**src/rtl/adc_queue_pkg.sv**
```systemverilog
// Purpose: Shared constants and types for the two-queue converter scheduler.
// Assumes: One module clock; entries are held in flip-flops.
// Notes: Queue state codes pack queue 1 in the upper pair, queue 2 in the lower pair.
package adc_queue_pkg;

    ////////////////////////////////////////////////////////////////////////////
    // Table geometry and result width.
    localparam int TABLE_DEPTH = 64;
    localparam int IDX_W = 6;
    localparam int PTR_W = 7;
    localparam int CHAN_W = 6;
    localparam int RES_W = 10;
    localparam int STATE_W = 4;

    // Channel code that marks the end of a queue.
    localparam logic [CHAN_W-1:0] END_OF_QUEUE_CODE = 6'h3f;
    // First index past the table; queue 1 always starts at the table's first entry.
    localparam logic [PTR_W-1:0] TABLE_END = 7'h40;
    localparam logic [PTR_W-1:0] Q1_BEGIN = 7'h00;
    localparam logic [PTR_W-1:0] PTR_STEP = 7'h01;

    ////////////////////////////////////////////////////////////////////////////
    // Two-bit per-queue codes inside the queue state field.
    localparam logic [1:0] ST1_IDLE = 2'h0;
    localparam logic [1:0] ST1_PAUSED = 2'h1;
    localparam logic [1:0] ST1_ACTIVE = 2'h2;
    localparam logic [1:0] ST2_IDLE = 2'h0;
    localparam logic [1:0] ST2_PAUSED = 2'h1;
    localparam logic [1:0] ST2_RUN_OR_SUSP = 2'h2;
    localparam logic [1:0] ST2_PENDING = 2'h3;

    ////////////////////////////////////////////////////////////////////////////
    // One command table entry.
    typedef struct packed {
        logic pause;
        logic [CHAN_W-1:0] chan;
    } conversion_command_entry_t;

    // Per-queue operating mode.
    typedef struct packed {
        logic ext_rise_en;
        logic continuous;
        logic auto_loop;
    } queue_mode_t;

    // Per-queue sticky status flags.
    typedef struct packed {
        logic completion_flag;
        logic pause_flag;
        logic trigger_overrun_flag;
    } queue_flags_t;

    // Sequencing engine states.
    typedef enum logic [2:0] {
        ENG_IDLE = 3'b001,
        ENG_FETCH = 3'b010,
        ENG_CONV = 3'b100
    } engine_state_t;

    // Per-queue condition.
    typedef enum logic [3:0] {
        QST_IDLE = 4'b0001,
        QST_ACTIVE = 4'b0010,
        QST_PAUSED = 4'b0100,
        QST_SUSP = 4'b1000
    } queue_status_t;

endpackage

```
**src/rtl/adc_queue_scheduler.sv**
```systemverilog
// Purpose: Sequences a 64-entry conversion table as two prioritised queues onto one converter.
// Assumes: Software, timer and converter strobes are on mclk; trigger pins are asynchronous.
// Notes: Queue 1 preempts queue 2; pause bits split queues into subqueues.
`timescale 1ns/1ps
`default_nettype none

module adc_queue_scheduler (
    // Clock, reset and clock enable.
    input wire logic mclk,
    input wire logic rst_b,
    input wire logic ce,
    // Command table write port.
    input wire logic tbl_we,
    input wire logic [adc_queue_pkg::IDX_W-1:0] tbl_addr,
    input wire adc_queue_pkg::conversion_command_entry_t tbl_data,
    // Queue configuration.
    input wire logic [adc_queue_pkg::PTR_W-1:0] q2_begin,
    input wire adc_queue_pkg::queue_mode_t queue1_mode,
    input wire adc_queue_pkg::queue_mode_t queue2_mode,
    input wire logic resume_sel,
    // Trigger sources.
    input wire logic queue1_trigger_pin,
    input wire logic queue2_trigger_pin,
    input wire logic sw_trigger1,
    input wire logic sw_trigger2,
    input wire logic timer_expired,
    // Converter core.
    output logic conv_req,
    output logic [adc_queue_pkg::CHAN_W-1:0] conv_chan,
    output logic conv_abort,
    input wire logic conv_done,
    input wire logic [adc_queue_pkg::RES_W-1:0] conv_result,
    // Result table write.
    output logic res_we,
    output logic [adc_queue_pkg::IDX_W-1:0] res_addr,
    output logic [adc_queue_pkg::RES_W-1:0] res_data,
    // Status.
    input wire adc_queue_pkg::queue_flags_t flag1_clr,
    input wire adc_queue_pkg::queue_flags_t flag2_clr,
    output adc_queue_pkg::queue_flags_t flag1,
    output adc_queue_pkg::queue_flags_t flag2,
    output logic [adc_queue_pkg::STATE_W-1:0] queue_state_field
);

    ////////////////////////////////////////////////////////////////////////////
    // End-of-queue test shared by both queues: past its limit, past the table,
    // or carrying the end code.
    function automatic logic at_end(input logic [adc_queue_pkg::PTR_W-1:0] ptr,
                                    input logic [adc_queue_pkg::PTR_W-1:0] limit,
                                    input logic [adc_queue_pkg::CHAN_W-1:0] chan);
        at_end = (ptr >= limit) || (ptr >= adc_queue_pkg::TABLE_END) ||
                 (chan == adc_queue_pkg::END_OF_QUEUE_CODE);
    endfunction

    adc_queue_pkg::conversion_command_entry_t table_q [adc_queue_pkg::TABLE_DEPTH];
    logic [1:0] pin_s1_q;
    logic [1:0] pin_s2_q;
    logic [1:0] pin_prev_q;
    logic [1:0] pin_rise;
    adc_queue_pkg::engine_state_t eng_q;
    adc_queue_pkg::queue_status_t q1_st_q;
    adc_queue_pkg::queue_status_t q2_st_q;
    logic pend1_q;
    logic pend2_q;
    logic owner2_q;
    logic pause_seen_q;
    logic conv_pause_q;
    logic [adc_queue_pkg::PTR_W-1:0] ptr1_q;
    logic [adc_queue_pkg::PTR_W-1:0] ptr2_q;
    logic [1:0] end_evt_q;
    logic [1:0] hold_evt_q;
    logic [1:0] loop_evt_q;
    logic trig1;
    logic trig2;
    logic busy1;
    logic busy2;
    logic take1;
    logic take2;
    logic ovr1;
    logic ovr2;
    logic [adc_queue_pkg::PTR_W-1:0] cur_ptr;
    logic [adc_queue_pkg::PTR_W-1:0] cur_limit;
    adc_queue_pkg::conversion_command_entry_t cur_entry;
    logic cur_end;
    logic cur_auto;
    logic [1:0] q1_code;
    logic [1:0] q2_code;

    ////////////////////////////////////////////////////////////////////////////
    // Command table storage; software may rewrite it at any time.
    always_ff @(posedge mclk or negedge rst_b) begin
        if (!rst_b) begin
            for (int i = 0; i < adc_queue_pkg::TABLE_DEPTH; i++) begin
                table_q[i] <= '0;
            end
        end else if (ce && tbl_we) begin
            table_q[tbl_addr] <= tbl_data;
        end
    end

    ////////////////////////////////////////////////////////////////////////////
    // Trigger pins pass two flip-flops, then a third stage finds the rising edge.
    always_ff @(posedge mclk or negedge rst_b) begin
        if (!rst_b) begin
            pin_s1_q <= 2'h0;
            pin_s2_q <= 2'h0;
            pin_prev_q <= 2'h0;
        end else if (ce) begin
            pin_s1_q <= {queue2_trigger_pin, queue1_trigger_pin};
            pin_s2_q <= pin_s1_q;
            pin_prev_q <= pin_s2_q;
        end
    end

    assign pin_rise = pin_s2_q & ~pin_prev_q;

    // Trigger sources per queue; only queue 2 hears the timer.
    assign trig1 = (queue1_mode.ext_rise_en & pin_rise[0]) | sw_trigger1 | loop_evt_q[0];
    assign trig2 = (queue2_mode.ext_rise_en & pin_rise[1]) | sw_trigger2 | timer_expired |
                   loop_evt_q[1];

    // A queue is busy from trigger acceptance until it pauses or completes; a
    // trigger while busy is dropped and only counted as an overrun.
    assign busy1 = pend1_q || (q1_st_q == adc_queue_pkg::QST_ACTIVE);
    assign busy2 = pend2_q || (q2_st_q == adc_queue_pkg::QST_ACTIVE) ||
                   (q2_st_q == adc_queue_pkg::QST_SUSP);
    assign take1 = trig1 & ~busy1;
    assign take2 = trig2 & ~busy2;
    assign ovr1 = trig1 & busy1;
    assign ovr2 = trig2 & busy2;

    // The entry under the owning queue's pointer; queue 1 stops where queue 2 begins.
    assign cur_ptr = owner2_q ? ptr2_q : ptr1_q;
    assign cur_limit = owner2_q ? adc_queue_pkg::TABLE_END : q2_begin;
    assign cur_entry = table_q[cur_ptr[adc_queue_pkg::IDX_W-1:0]];
    assign cur_end = at_end(cur_ptr, cur_limit, cur_entry.chan);
    assign cur_auto = owner2_q ? (queue2_mode.continuous & queue2_mode.auto_loop) :
                      (queue1_mode.continuous & queue1_mode.auto_loop);

    ////////////////////////////////////////////////////////////////////////////
    // Arbitration and sequencing. Accepted triggers become pending first, so a
    // queue 2 start shows at least one cycle of the pending code before it runs.
    always_ff @(posedge mclk or negedge rst_b) begin
        if (!rst_b) begin
            eng_q <= adc_queue_pkg::ENG_IDLE;
            q1_st_q <= adc_queue_pkg::QST_IDLE;
            q2_st_q <= adc_queue_pkg::QST_IDLE;
            pend1_q <= 1'b0;
            pend2_q <= 1'b0;
            owner2_q <= 1'b0;
            pause_seen_q <= 1'b0;
            conv_pause_q <= 1'b0;
            ptr1_q <= adc_queue_pkg::Q1_BEGIN;
            ptr2_q <= adc_queue_pkg::Q1_BEGIN;
            conv_req <= 1'b0;
            conv_chan <= '0;
            conv_abort <= 1'b0;
            res_we <= 1'b0;
            res_addr <= '0;
            res_data <= '0;
            end_evt_q <= 2'h0;
            hold_evt_q <= 2'h0;
            loop_evt_q <= 2'h0;
        end else if (ce) begin
            conv_abort <= 1'b0;
            res_we <= 1'b0;
            end_evt_q <= 2'h0;
            hold_evt_q <= 2'h0;
            loop_evt_q <= 2'h0;
            if (take1) begin
                pend1_q <= 1'b1;
            end
            if (take2) begin
                pend2_q <= 1'b1;
            end
            if (owner2_q && pend1_q && (eng_q != adc_queue_pkg::ENG_IDLE)) begin
                // Queue 1 preempts at once so its latency never depends on queue 2.
                // Limitation: a preempt in the fetch step right after a pause entry
                // loses that pause, so a resumed queue 2 runs on into its next subqueue.
                conv_abort <= (eng_q == adc_queue_pkg::ENG_CONV);
                conv_req <= 1'b0;
                q2_st_q <= adc_queue_pkg::QST_SUSP;
                if (!resume_sel) begin
                    ptr2_q <= q2_begin;
                end
                pend1_q <= 1'b0;
                q1_st_q <= adc_queue_pkg::QST_ACTIVE;
                if (q1_st_q == adc_queue_pkg::QST_IDLE) begin
                    ptr1_q <= adc_queue_pkg::Q1_BEGIN;
                end
                owner2_q <= 1'b0;
                pause_seen_q <= 1'b0;
                eng_q <= adc_queue_pkg::ENG_FETCH;
            end else begin
                case (eng_q)
                    adc_queue_pkg::ENG_IDLE: begin
                        pause_seen_q <= 1'b0;
                        if (pend1_q) begin
                            pend1_q <= 1'b0;
                            q1_st_q <= adc_queue_pkg::QST_ACTIVE;
                            if (q1_st_q == adc_queue_pkg::QST_IDLE) begin
                                ptr1_q <= adc_queue_pkg::Q1_BEGIN;
                            end
                            owner2_q <= 1'b0;
                            eng_q <= adc_queue_pkg::ENG_FETCH;
                        end else if (q2_st_q == adc_queue_pkg::QST_SUSP) begin
                            q2_st_q <= adc_queue_pkg::QST_ACTIVE;
                            owner2_q <= 1'b1;
                            eng_q <= adc_queue_pkg::ENG_FETCH;
                        end else if (pend2_q) begin
                            pend2_q <= 1'b0;
                            q2_st_q <= adc_queue_pkg::QST_ACTIVE;
                            if (q2_st_q == adc_queue_pkg::QST_IDLE) begin
                                ptr2_q <= q2_begin;
                            end
                            owner2_q <= 1'b1;
                            eng_q <= adc_queue_pkg::ENG_FETCH;
                        end
                    end
                    adc_queue_pkg::ENG_FETCH: begin
                        if (cur_end) begin
                            // End wins over a pause in the same entry: no conversion.
                            end_evt_q <= owner2_q ? 2'h2 : 2'h1;
                            loop_evt_q <= cur_auto ? (owner2_q ? 2'h2 : 2'h1) : 2'h0;
                            if (owner2_q) begin
                                q2_st_q <= adc_queue_pkg::QST_IDLE;
                            end else begin
                                q1_st_q <= adc_queue_pkg::QST_IDLE;
                            end
                            eng_q <= adc_queue_pkg::ENG_IDLE;
                        end else if (pause_seen_q) begin
                            if (owner2_q) begin
                                q2_st_q <= adc_queue_pkg::QST_PAUSED;
                            end else begin
                                q1_st_q <= adc_queue_pkg::QST_PAUSED;
                            end
                            eng_q <= adc_queue_pkg::ENG_IDLE;
                        end else begin
                            conv_req <= 1'b1;
                            conv_chan <= cur_entry.chan;
                            conv_pause_q <= cur_entry.pause;
                            res_addr <= cur_ptr[adc_queue_pkg::IDX_W-1:0];
                            eng_q <= adc_queue_pkg::ENG_CONV;
                        end
                    end
                    adc_queue_pkg::ENG_CONV: begin
                        if (conv_done) begin
                            conv_req <= 1'b0;
                            res_we <= 1'b1;
                            res_data <= conv_result;
                            if (owner2_q) begin
                                ptr2_q <= ptr2_q + adc_queue_pkg::PTR_STEP;
                            end else begin
                                ptr1_q <= ptr1_q + adc_queue_pkg::PTR_STEP;
                            end
                            if (conv_pause_q) begin
                                // Look at the next entry first: an end there gives
                                // completion and idle rather than paused.
                                hold_evt_q <= owner2_q ? 2'h2 : 2'h1;
                                pause_seen_q <= 1'b1;
                            end
                            eng_q <= adc_queue_pkg::ENG_FETCH;
                        end
                    end
                    default: begin
                        eng_q <= adc_queue_pkg::ENG_IDLE;
                    end
                endcase
            end
        end
    end

    ////////////////////////////////////////////////////////////////////////////
    // Sticky flags; a set in the same cycle as its clear wins. Overruns come
    // straight from the trigger terms, so they show one cycle after the trigger.
    always_ff @(posedge mclk or negedge rst_b) begin
        if (!rst_b) begin
            flag1 <= '0;
            flag2 <= '0;
        end else if (ce) begin
            flag1 <= (flag1 & ~flag1_clr) | {end_evt_q[0], hold_evt_q[0], ovr1};
            flag2 <= (flag2 & ~flag2_clr) | {end_evt_q[1], hold_evt_q[1], ovr2};
        end
    end

    ////////////////////////////////////////////////////////////////////////////
    // Queue state codes; pending with queue 1 not active lasts one cycle only.
    always_comb begin
        q1_code = adc_queue_pkg::ST1_IDLE;
        if (q1_st_q == adc_queue_pkg::QST_ACTIVE) begin
            q1_code = adc_queue_pkg::ST1_ACTIVE;
        end else if (q1_st_q == adc_queue_pkg::QST_PAUSED) begin
            q1_code = adc_queue_pkg::ST1_PAUSED;
        end
        q2_code = adc_queue_pkg::ST2_IDLE;
        if (pend2_q) begin
            q2_code = adc_queue_pkg::ST2_PENDING;
        end else if ((q2_st_q == adc_queue_pkg::QST_ACTIVE) ||
                     (q2_st_q == adc_queue_pkg::QST_SUSP)) begin
            q2_code = adc_queue_pkg::ST2_RUN_OR_SUSP;
        end else if (q2_st_q == adc_queue_pkg::QST_PAUSED) begin
            q2_code = adc_queue_pkg::ST2_PAUSED;
        end
    end

    // Registered so the field never glitches on the way out.
    always_ff @(posedge mclk or negedge rst_b) begin
        if (!rst_b) begin
            queue_state_field <= '0;
        end else if (ce) begin
            queue_state_field <= {q1_code, q2_code};
        end
    end

endmodule // adc_queue_scheduler

`default_nettype wire

```
**config.mk**
```make
export PLATFORM = sky130hd
export DESIGN_NAME = adc_queue_scheduler
export DESIGN_NICKNAME = d
export VERILOG_FILES = /design/src/rtl/adc_queue_pkg.sv /design/src/rtl/adc_queue_scheduler.sv
export SDC_FILE = /design/constraint.sdc
export NUM_CORES = 1
export LEC_CHECK = 0
export BUFFER_PORTS_ARGS = -buffer_cell sky130_fd_sc_hd__clkbuf_2
export CORE_AREA = 2 2 217 219
export DETAILED_ROUTE_END_ITERATION = 16
export DIE_AREA = 0 0 219 221
export GPL_TIMING_DRIVEN = 0
export PLACE_DENSITY_LB_ADDON = 0.2
export SYNTH_ARGS = -nofsm -noshare
export SYNTH_HDL_FRONTEND = slang
export SYNTH_SLANG_ARGS = --single-unit
```
**constraint.sdc**
```tcl
create_clock -name mclk -period 6.5 [get_ports mclk]
set_input_delay 1.3 -clock mclk [delete_from_list [all_inputs] [get_ports mclk]]
set_output_delay 1.3 -clock mclk [all_outputs]
set_load 0.1 [all_outputs]
```
# == Word level (Yosys, flattened, before mapping) ==
# Index checks and enable logic that the tools add are counted.
# classes
addsub,2
n_mul,0
div,0
n_lt_le_gt_ge,5
n_eq_ne,31
n_shift,0
muxes,93
bitwise,28
n_reduce_logical,25
# ops
cell,n
$bwmux W448,1
$mux W7,18
$mux W4,14
$bmux W7 S6,1
$demux W7 S6,1
$ne A3 B3 Y1 const B,11
$mux W2,15
$mux W1,29
$pmux W7 S2,2
$ne A4 B4 Y1 const B,6
$ge A7 B7 Y1 const B,3
$mux W3,7
$pmux W4 S2,2
$reduce_and A5 Y1,3
$add A7 B1 Y7 const B,2
$not A6 Y7,2
$pmux W3 S3,1
$reduce_and A9 Y1,1
$reduce_bool A3 Y1,3
$and A1 B1 Y1,8
$eq A4 B1 Y1 const B,2
$eq A4 B2 Y1 const B,2
$eq A4 B3 Y1 const B,2
$reduce_and A4 Y1,2
other kinds (25),46
# word_totals
regBits,525
latch_bits,0
ramBits,0
rom_bits,0
in_bits,53
output_inout_bits,35
word_cells,341
n_memories,0

# == Depth between registers and ports, before layout ==
# depth
word_depth,13
ltp_mapped,21
mapped_depth_nobuf,14

# == Worst setup path before layout ==
# OpenSTA, ideal clock, no wires.
# synth_timing
path_type,register to register
start,register owner2_q
end,register res_addr[3] (netlist name)
setup_ps,126
arrival_ps,4078
required_time_ps,6374
setup_slack_ps,2296
stages_incl_launch_ff,22
path_buffers,10
period_less_slack_ps,4204
path_cell_list,dfrtp_1 -> buf_6 -> buf_6 -> buf_6 -> buf_6 -> buf_2 -> buf_2 -> clkbuf_1 -> clkbuf_1 -> nand2b_1 -> ha_1 -> a21o_1 -> a21o_1 -> a21oi_1 -> nor2b_1 -> o21ai_0 -> nand2b_1 -> a2111oi_4 -> and3_1 -> buf_6 -> buf_12 -> mux2_4
# synth_between
elab_chain_len,9
elab_cells_between_ends,16
classes_between,2 x order compare; 1 x eq/ne; 5 x mux; 3 x bitwise; 5 x reduce/logical
# synth_rtl
item,line,text
"start, declared",adc_queue_scheduler.sv:65,logic owner2_q;
"start signal, assigned",adc_queue_scheduler.sv:150,owner2_q <= 1'b0;
"start signal, assigned",adc_queue_scheduler.sv:191,owner2_q <= 1'b0;
"start signal, assigned",adc_queue_scheduler.sv:204,owner2_q <= 1'b0;
$mux W7,adc_queue_scheduler.sv:133,assign cur_ptr = owner2_q ? ptr2_q : ptr1_q;
$not A6 Y7 (implied by the code),adc_queue_scheduler.sv:135,assign cur_entry = table_q[cur_ptr[adc_queue_pkg::IDX_W-1:0]];
$bmux W7 S6,adc_queue_scheduler.sv:135,
$mux W7 (implied by the code) (2 in a row),adc_queue_scheduler.sv:135,
$eq A6 B6 Y1,adc_queue_scheduler.sv:52,(chan == adc_queue_pkg::END_OF_QUEUE_CODE);
$logic_or A1 B1 Y1,adc_queue_scheduler.sv:51,at_end = (ptr >= limit) || (ptr >= adc_queue_pkg::TABLE_END) ||
$not A1 Y1 (no line),n/a,
$reduce_and A5 Y1 (no line),n/a,
"end signal, assigned",adc_queue_scheduler.sv:242,res_addr <= cur_ptr[adc_queue_pkg::IDX_W-1:0];
"end, declared",adc_queue_scheduler.sv:35,"output logic [adc_queue_pkg::IDX_W-1:0] res_addr,"
# Parallel ways exist; a longest one is shown, timed or not. The select of a mux whose other input is x is not followed.
# A chain may end at the register's enable or synchronous reset.

# == Worst setup path in the final report ==
# layout_timing
start,register owner2_q
end,register res_addr[4] (netlist name)
# layout_between
elab_chain_len,9
elab_cells_between_ends,16
classes_between,2 x order compare; 1 x eq/ne; 5 x mux; 3 x bitwise; 5 x reduce/logical
# layout_rtl
item,line,text
$mux W7 (*),adc_queue_scheduler.sv:133,
via cur_ptr (one bit),adc_queue_scheduler.sv:81,logic [adc_queue_pkg::PTR_W-1:0] cur_ptr;
$not A6 Y7 (implied by the code),adc_queue_scheduler.sv:135,
$bmux W7 S6,adc_queue_scheduler.sv:135,
$mux W7 (implied by the code) (2 in a row),adc_queue_scheduler.sv:135,
$eq A6 B6 Y1,adc_queue_scheduler.sv:52,
$logic_or A1 B1 Y1 (*),adc_queue_scheduler.sv:51,
$not A1 Y1 (no line) (*),n/a,
$reduce_and A5 Y1 (no line) (*),n/a,
# The timed path passes the listed nets; every way through them passes the cells marked *. The select of a mux whose other input is x is not followed.

==> metrics.md <==
| Metric | Value |
|---|---|
| Status | complete, but fails checks |
| Failing checks | max-capacitance violations, max-slew violations |
| Port buffer count | between 70 and 80 |
| Vias per cell | 7.009 |
| Die Y | about 220 µm |
| Rel. slew slack | -3.912% |
| Worst Hold Depth | 2 |
| Vias | between 20000 and 25000 |
| Num rows | slightly below 80 |
| Nets | roughly 2800 |
| PD cells | roughly 440 mW/mm² |
| Main combinational cell family by area after synthesis | multiplexers |
| Clock Root Buffer | clkbuf_16 |
| Ratio of cells with drive above 1 in the final layout | 26.16% |
| Final setup viols | 0 |
| Die area | approximately 0.048 mm² |
| R2R Path End | res_addr[4] |
| Placed Area | about 0.029 mm² |
| Yosys top cell area share | 47.87% |
| Top_reg_cell synth | dfrtp_1 |
| WL/cell | 30.09 µm |
| Vias in the first global route | about 23000 |
| Post-DP HPWL | just under 70000 µm |
| Core area | 0.04606 mm² |
| Sequential element share of the synthesized area | about 48% |
| Yosys cell types | slightly below 70 |
| Hold Crit Endpoint | flag2[2] |
| Fin Hold WS | 481.8 ps |
| Clock latency on the worst-skew pair | roughly 650 ps |
| Combinational power share | a little under half |
| Top cells by area, synth | dfrtp_1 48%, mux2_2 19%, o21ai_0 4.0% |
| Synth Warn # | 0 |
| GRT Util Overall | roughly 42% |
| Worst IR drop on VDD | 0.3807 mV |
| Post_cts resized | 0 |
| Maxcap violations | 5 |
| Count of flip-flops with a built-in enable after synthesis | 0 |
| Maximum clock skew at final layout | 20.12 ps |
| Post-synthesis mux area share | 21.21% |
| Worst Path Max Fanout | 10 |
| Min-delay worst type | flip-flop to flip-flop |
| R2r startpoint | owner2_q |
| Tmin final | between 5000 and 6000 ps |
| Compound-cell area share of the yosys netlist | between 10% and 20% |
| Placer Congestion | between 1 and 1.5 |
| Syn Std Cell Area | between 0.02 and 0.03 mm² |
| Tcrit/Tclk final | roughly nine tenths |
| DIE WIDTH | ~220 µm |
| CP dominant cell by count | buf_6 |
| Synthesized area per cell | ~10 µm² |
| Mapped Cells | roughly 2600 |
| Synth Area in Adders | 0.4134% |
| CP max-delay cell | mux2i_1 |
| Final Hold Vio Count | 0 |
| Clk slew on worst S/H paths | 60 ps |
| Largest net degree at the start of global routing | ~120 |
| Post-Synth Simple-Gate Area | 10.24% |
| Initial detailed-routing violation count | between 3000 and 4000 |
| Maximum root-to-sink buffer count | 3 |
| Area Growth Syn to Fin | 11.55% |
| Worst-margin pin slew | around 1600 ps |
| Post-CTS setup buffer count | 0 |
| Synth area leader | dfrtp_1 |
| WP data required | ~7000 ps |
| Syn_nets | 2677 |
| Post-DRT Antenna Nets | 0 |
| Worst hold start | flag2[2] |
| TritonCTS Buffers | 56 |
| Post-Route WL | just over 100000 µm |
| # DRC | 0 |
| Reg2reg setup slack | approximately 640 ps |
| First-pass detailed-route iteration total | 8 |
| Cell Int Power | about 7.3 mW |
| Clock sink count | about 520 |
| First-pass GRT wire length | between 100000 and 150000 µm |
| Setup WS pre-CTS | just over 700 ps |
| CP Capture Type | flip-flop |
| XOR/XNOR Fraction of Synth Area | less than 1% |
| Sequential Power Share | 29.5% |
| Max incr delay on CP | between 800 and 900 ps |
| Antenna cells | 0 |
| TritonCTS clock tree | yes |
| #FFs+latches synth | 524 |
| Initial Utilization | 59.13% |
| H-tree Lvls | 2 |
| Slew Viols, Final | 8 |
| Final setup margin | about 640 ps |
| Fmax | around 170 MHz |
| Top-Level Pins | roughly 90 |
| Crit Path Category | flip-flop to flip-flop |
| Clock network power share | about a quarter |
| Cts hold-fix bufs | 0 |
| Crit path buf inv count | 10 |
| Worst path top cell family by delay | buffers and inverters |
| Switching share of power | between 40% and 50% |
| Fillers | about 3700 |
| Design Area, Final | around 0.03 mm² |
| GRT overflow | 0 |
| RSZ-0062 raised after global routing | false |
| Ys async rst share | 100.0% |
| CP Cell Sequence | buf_6 -> buf_6 -> buf_6 -> buf_6 -> buf_2 -> buf_2 -> mux2i_1 -> clkbuf_1 -> inv_1 -> ha_1 -> a21oi_1 -> nor2b_1 -> o21ai_0 -> nand2b_1 -> a2111oi_4 -> and3_1 -> buf_6 -> buf_12 -> mux2_4 |
| LEAKAGE | approximately 14 nW |
| Sw Pwr | 5.992 mW |
| Reg2reg path depth | 19 |
| Data arrival, critical path | around 6400 ps |
| Initial antenna violation count | 0 |
| Type of origin of the critical path | flip-flop |
## cell usage in the layout (no fill, tap or decap), types with 10 or more instances in the layout
cell and instances:
a221oi_1 46, a21oi_1 106, nor2_1 278, mux2i_1 42, a31oi_1 24, clkbuf_16 57
and3_1 16, nor3_1 10, clkbuf_8 14, nand2_1 204, o211ai_1 30, a311oi_1 10
clkbuf_1 143, o21ai_0 216, a22oi_1 44, buf_2 44, nand4_1 17, mux2_2 471
o21bai_1 65, o22ai_1 98, dfrtp_1 521, buf_1 14, nand2b_1 42, inv_1 23
buf_4 12, clkbuf_2 78, nand3_1 25
## metrics by stage
stage / cells / util [%] / power (mW) / TNS, ps
2_1_floorplan: 2615 / - / 7.813 / 0
3_3_place_gp: 3300 / 61.63 / 9.632 / -4051030
3_5_place_dp: 3305 / 61.95 / 9.768 / 0
4_1_cts: 3404 / 65.94 / 13.01 / 0
5_1_grt: 3405 / 65.96 / 13.72 / 0
6_report: 3405 / 65.96 / 13.32 / 0
## worst max path at each step
| stage | end | depth (start not counted) | from |
|---|---|---|---|
| CTS | res_addr[4] | 19 | owner2_q |
| finish | res_addr[4] | 19 | owner2_q |
| global route | res_addr[3] | 19 | owner2_q |
| global placement | table_q[12] | 1 | rst_b |
| detailed placement | res_addr[4] | 19 | owner2_q |
| floorplan | res_addr[3] | 21 | owner2_q |
## cell usage after synthesis (12+ instances only)
library cell,instances
a21oi_1,106
a221oi_1,46
a22oi_1,44
a31oi_1,24
and3_1,16
buf_1,14
buf_2,44
buf_4,12
clkbuf_1,127
dfrtp_1,521
inv_1,23
mux2_2,471
mux2i_1,42
nand2_1,204
nand2b_1,42
nand3_1,25
nand4_1,17
nor2_1,279
o211ai_1,30
o21ai_0,216
o21bai_1,65
o22ai_1,98
## cell families (layout without fill, tap and decap cells)
family,count (synthesis),after routing
AOI/OAI and AO/OA,693,693
xor gates and xnor gates,1,1
and+or+nand+nor,639,639
DFF,524,524
adders and majority gates,9,9
buffers and inverters,233,416
muxes,516,516
## flip-flops by register name, indices dropped and copies added, names as in the netlist, 2 cells and up
register           flops
pin_s2_q               2
pin_s1_q               2
flag1                  3
pin_prev_q             2
res_addr               6
ptr2_q                 7
queue_state_field      4
q2_st_q                4
table_q              448
end_evt_q              2
loop_evt_q             2
res_data              10
q1_st_q                3
conv_chan              6
flag2                  3
hold_evt_q             2
ptr1_q                 7
eng_q                  3
## worst register-to-register path: cells and delay by family (launching register included)
kind	cells	cell delay [ps]
buffers and inverters	10	2480
DFF	1	470
adders and majority gates	1	330
AOI/OAI and AO/OA	3	880
muxes	2	1140
and+or+nand+nor	3	430
## power by group through the flow
stage          Sequential, mW  Combinational (mW)  Clock [mW]
6_report                 3.93                6.09        3.30
5_1_grt                  3.97                6.33        3.42
4_1_cts                  3.92                5.82        3.27
3_5_place_dp             3.98                5.79           0
3_3_place_gp             3.96                5.68           0
2_1_floorplan            4.50                3.32           0
## layer usage
layer | track usage [%] | share of wire (%)
met5 | 0.8081 | 0.055
met1 | 54.02 | 37
met4 | 30.51 | 8.7
met3 | 13.68 | 13
met2 | 59.75 | 42
## layout make-up
cell class	count	area, µm²	area share (%)
inverter	27	101.3	0.3336
multi-input combinational	1858	13080	43.05
sequential	524	13120	43.17
clock inverter	13	170.2	0.5601
timing repair buffer	84	548.0	1.804
buffer	206	943.4	3.105
clock buffer	86	1665	5.481
tap	607	759.5	2.500
No activity file was read; power rests on OpenSTA's default activity.
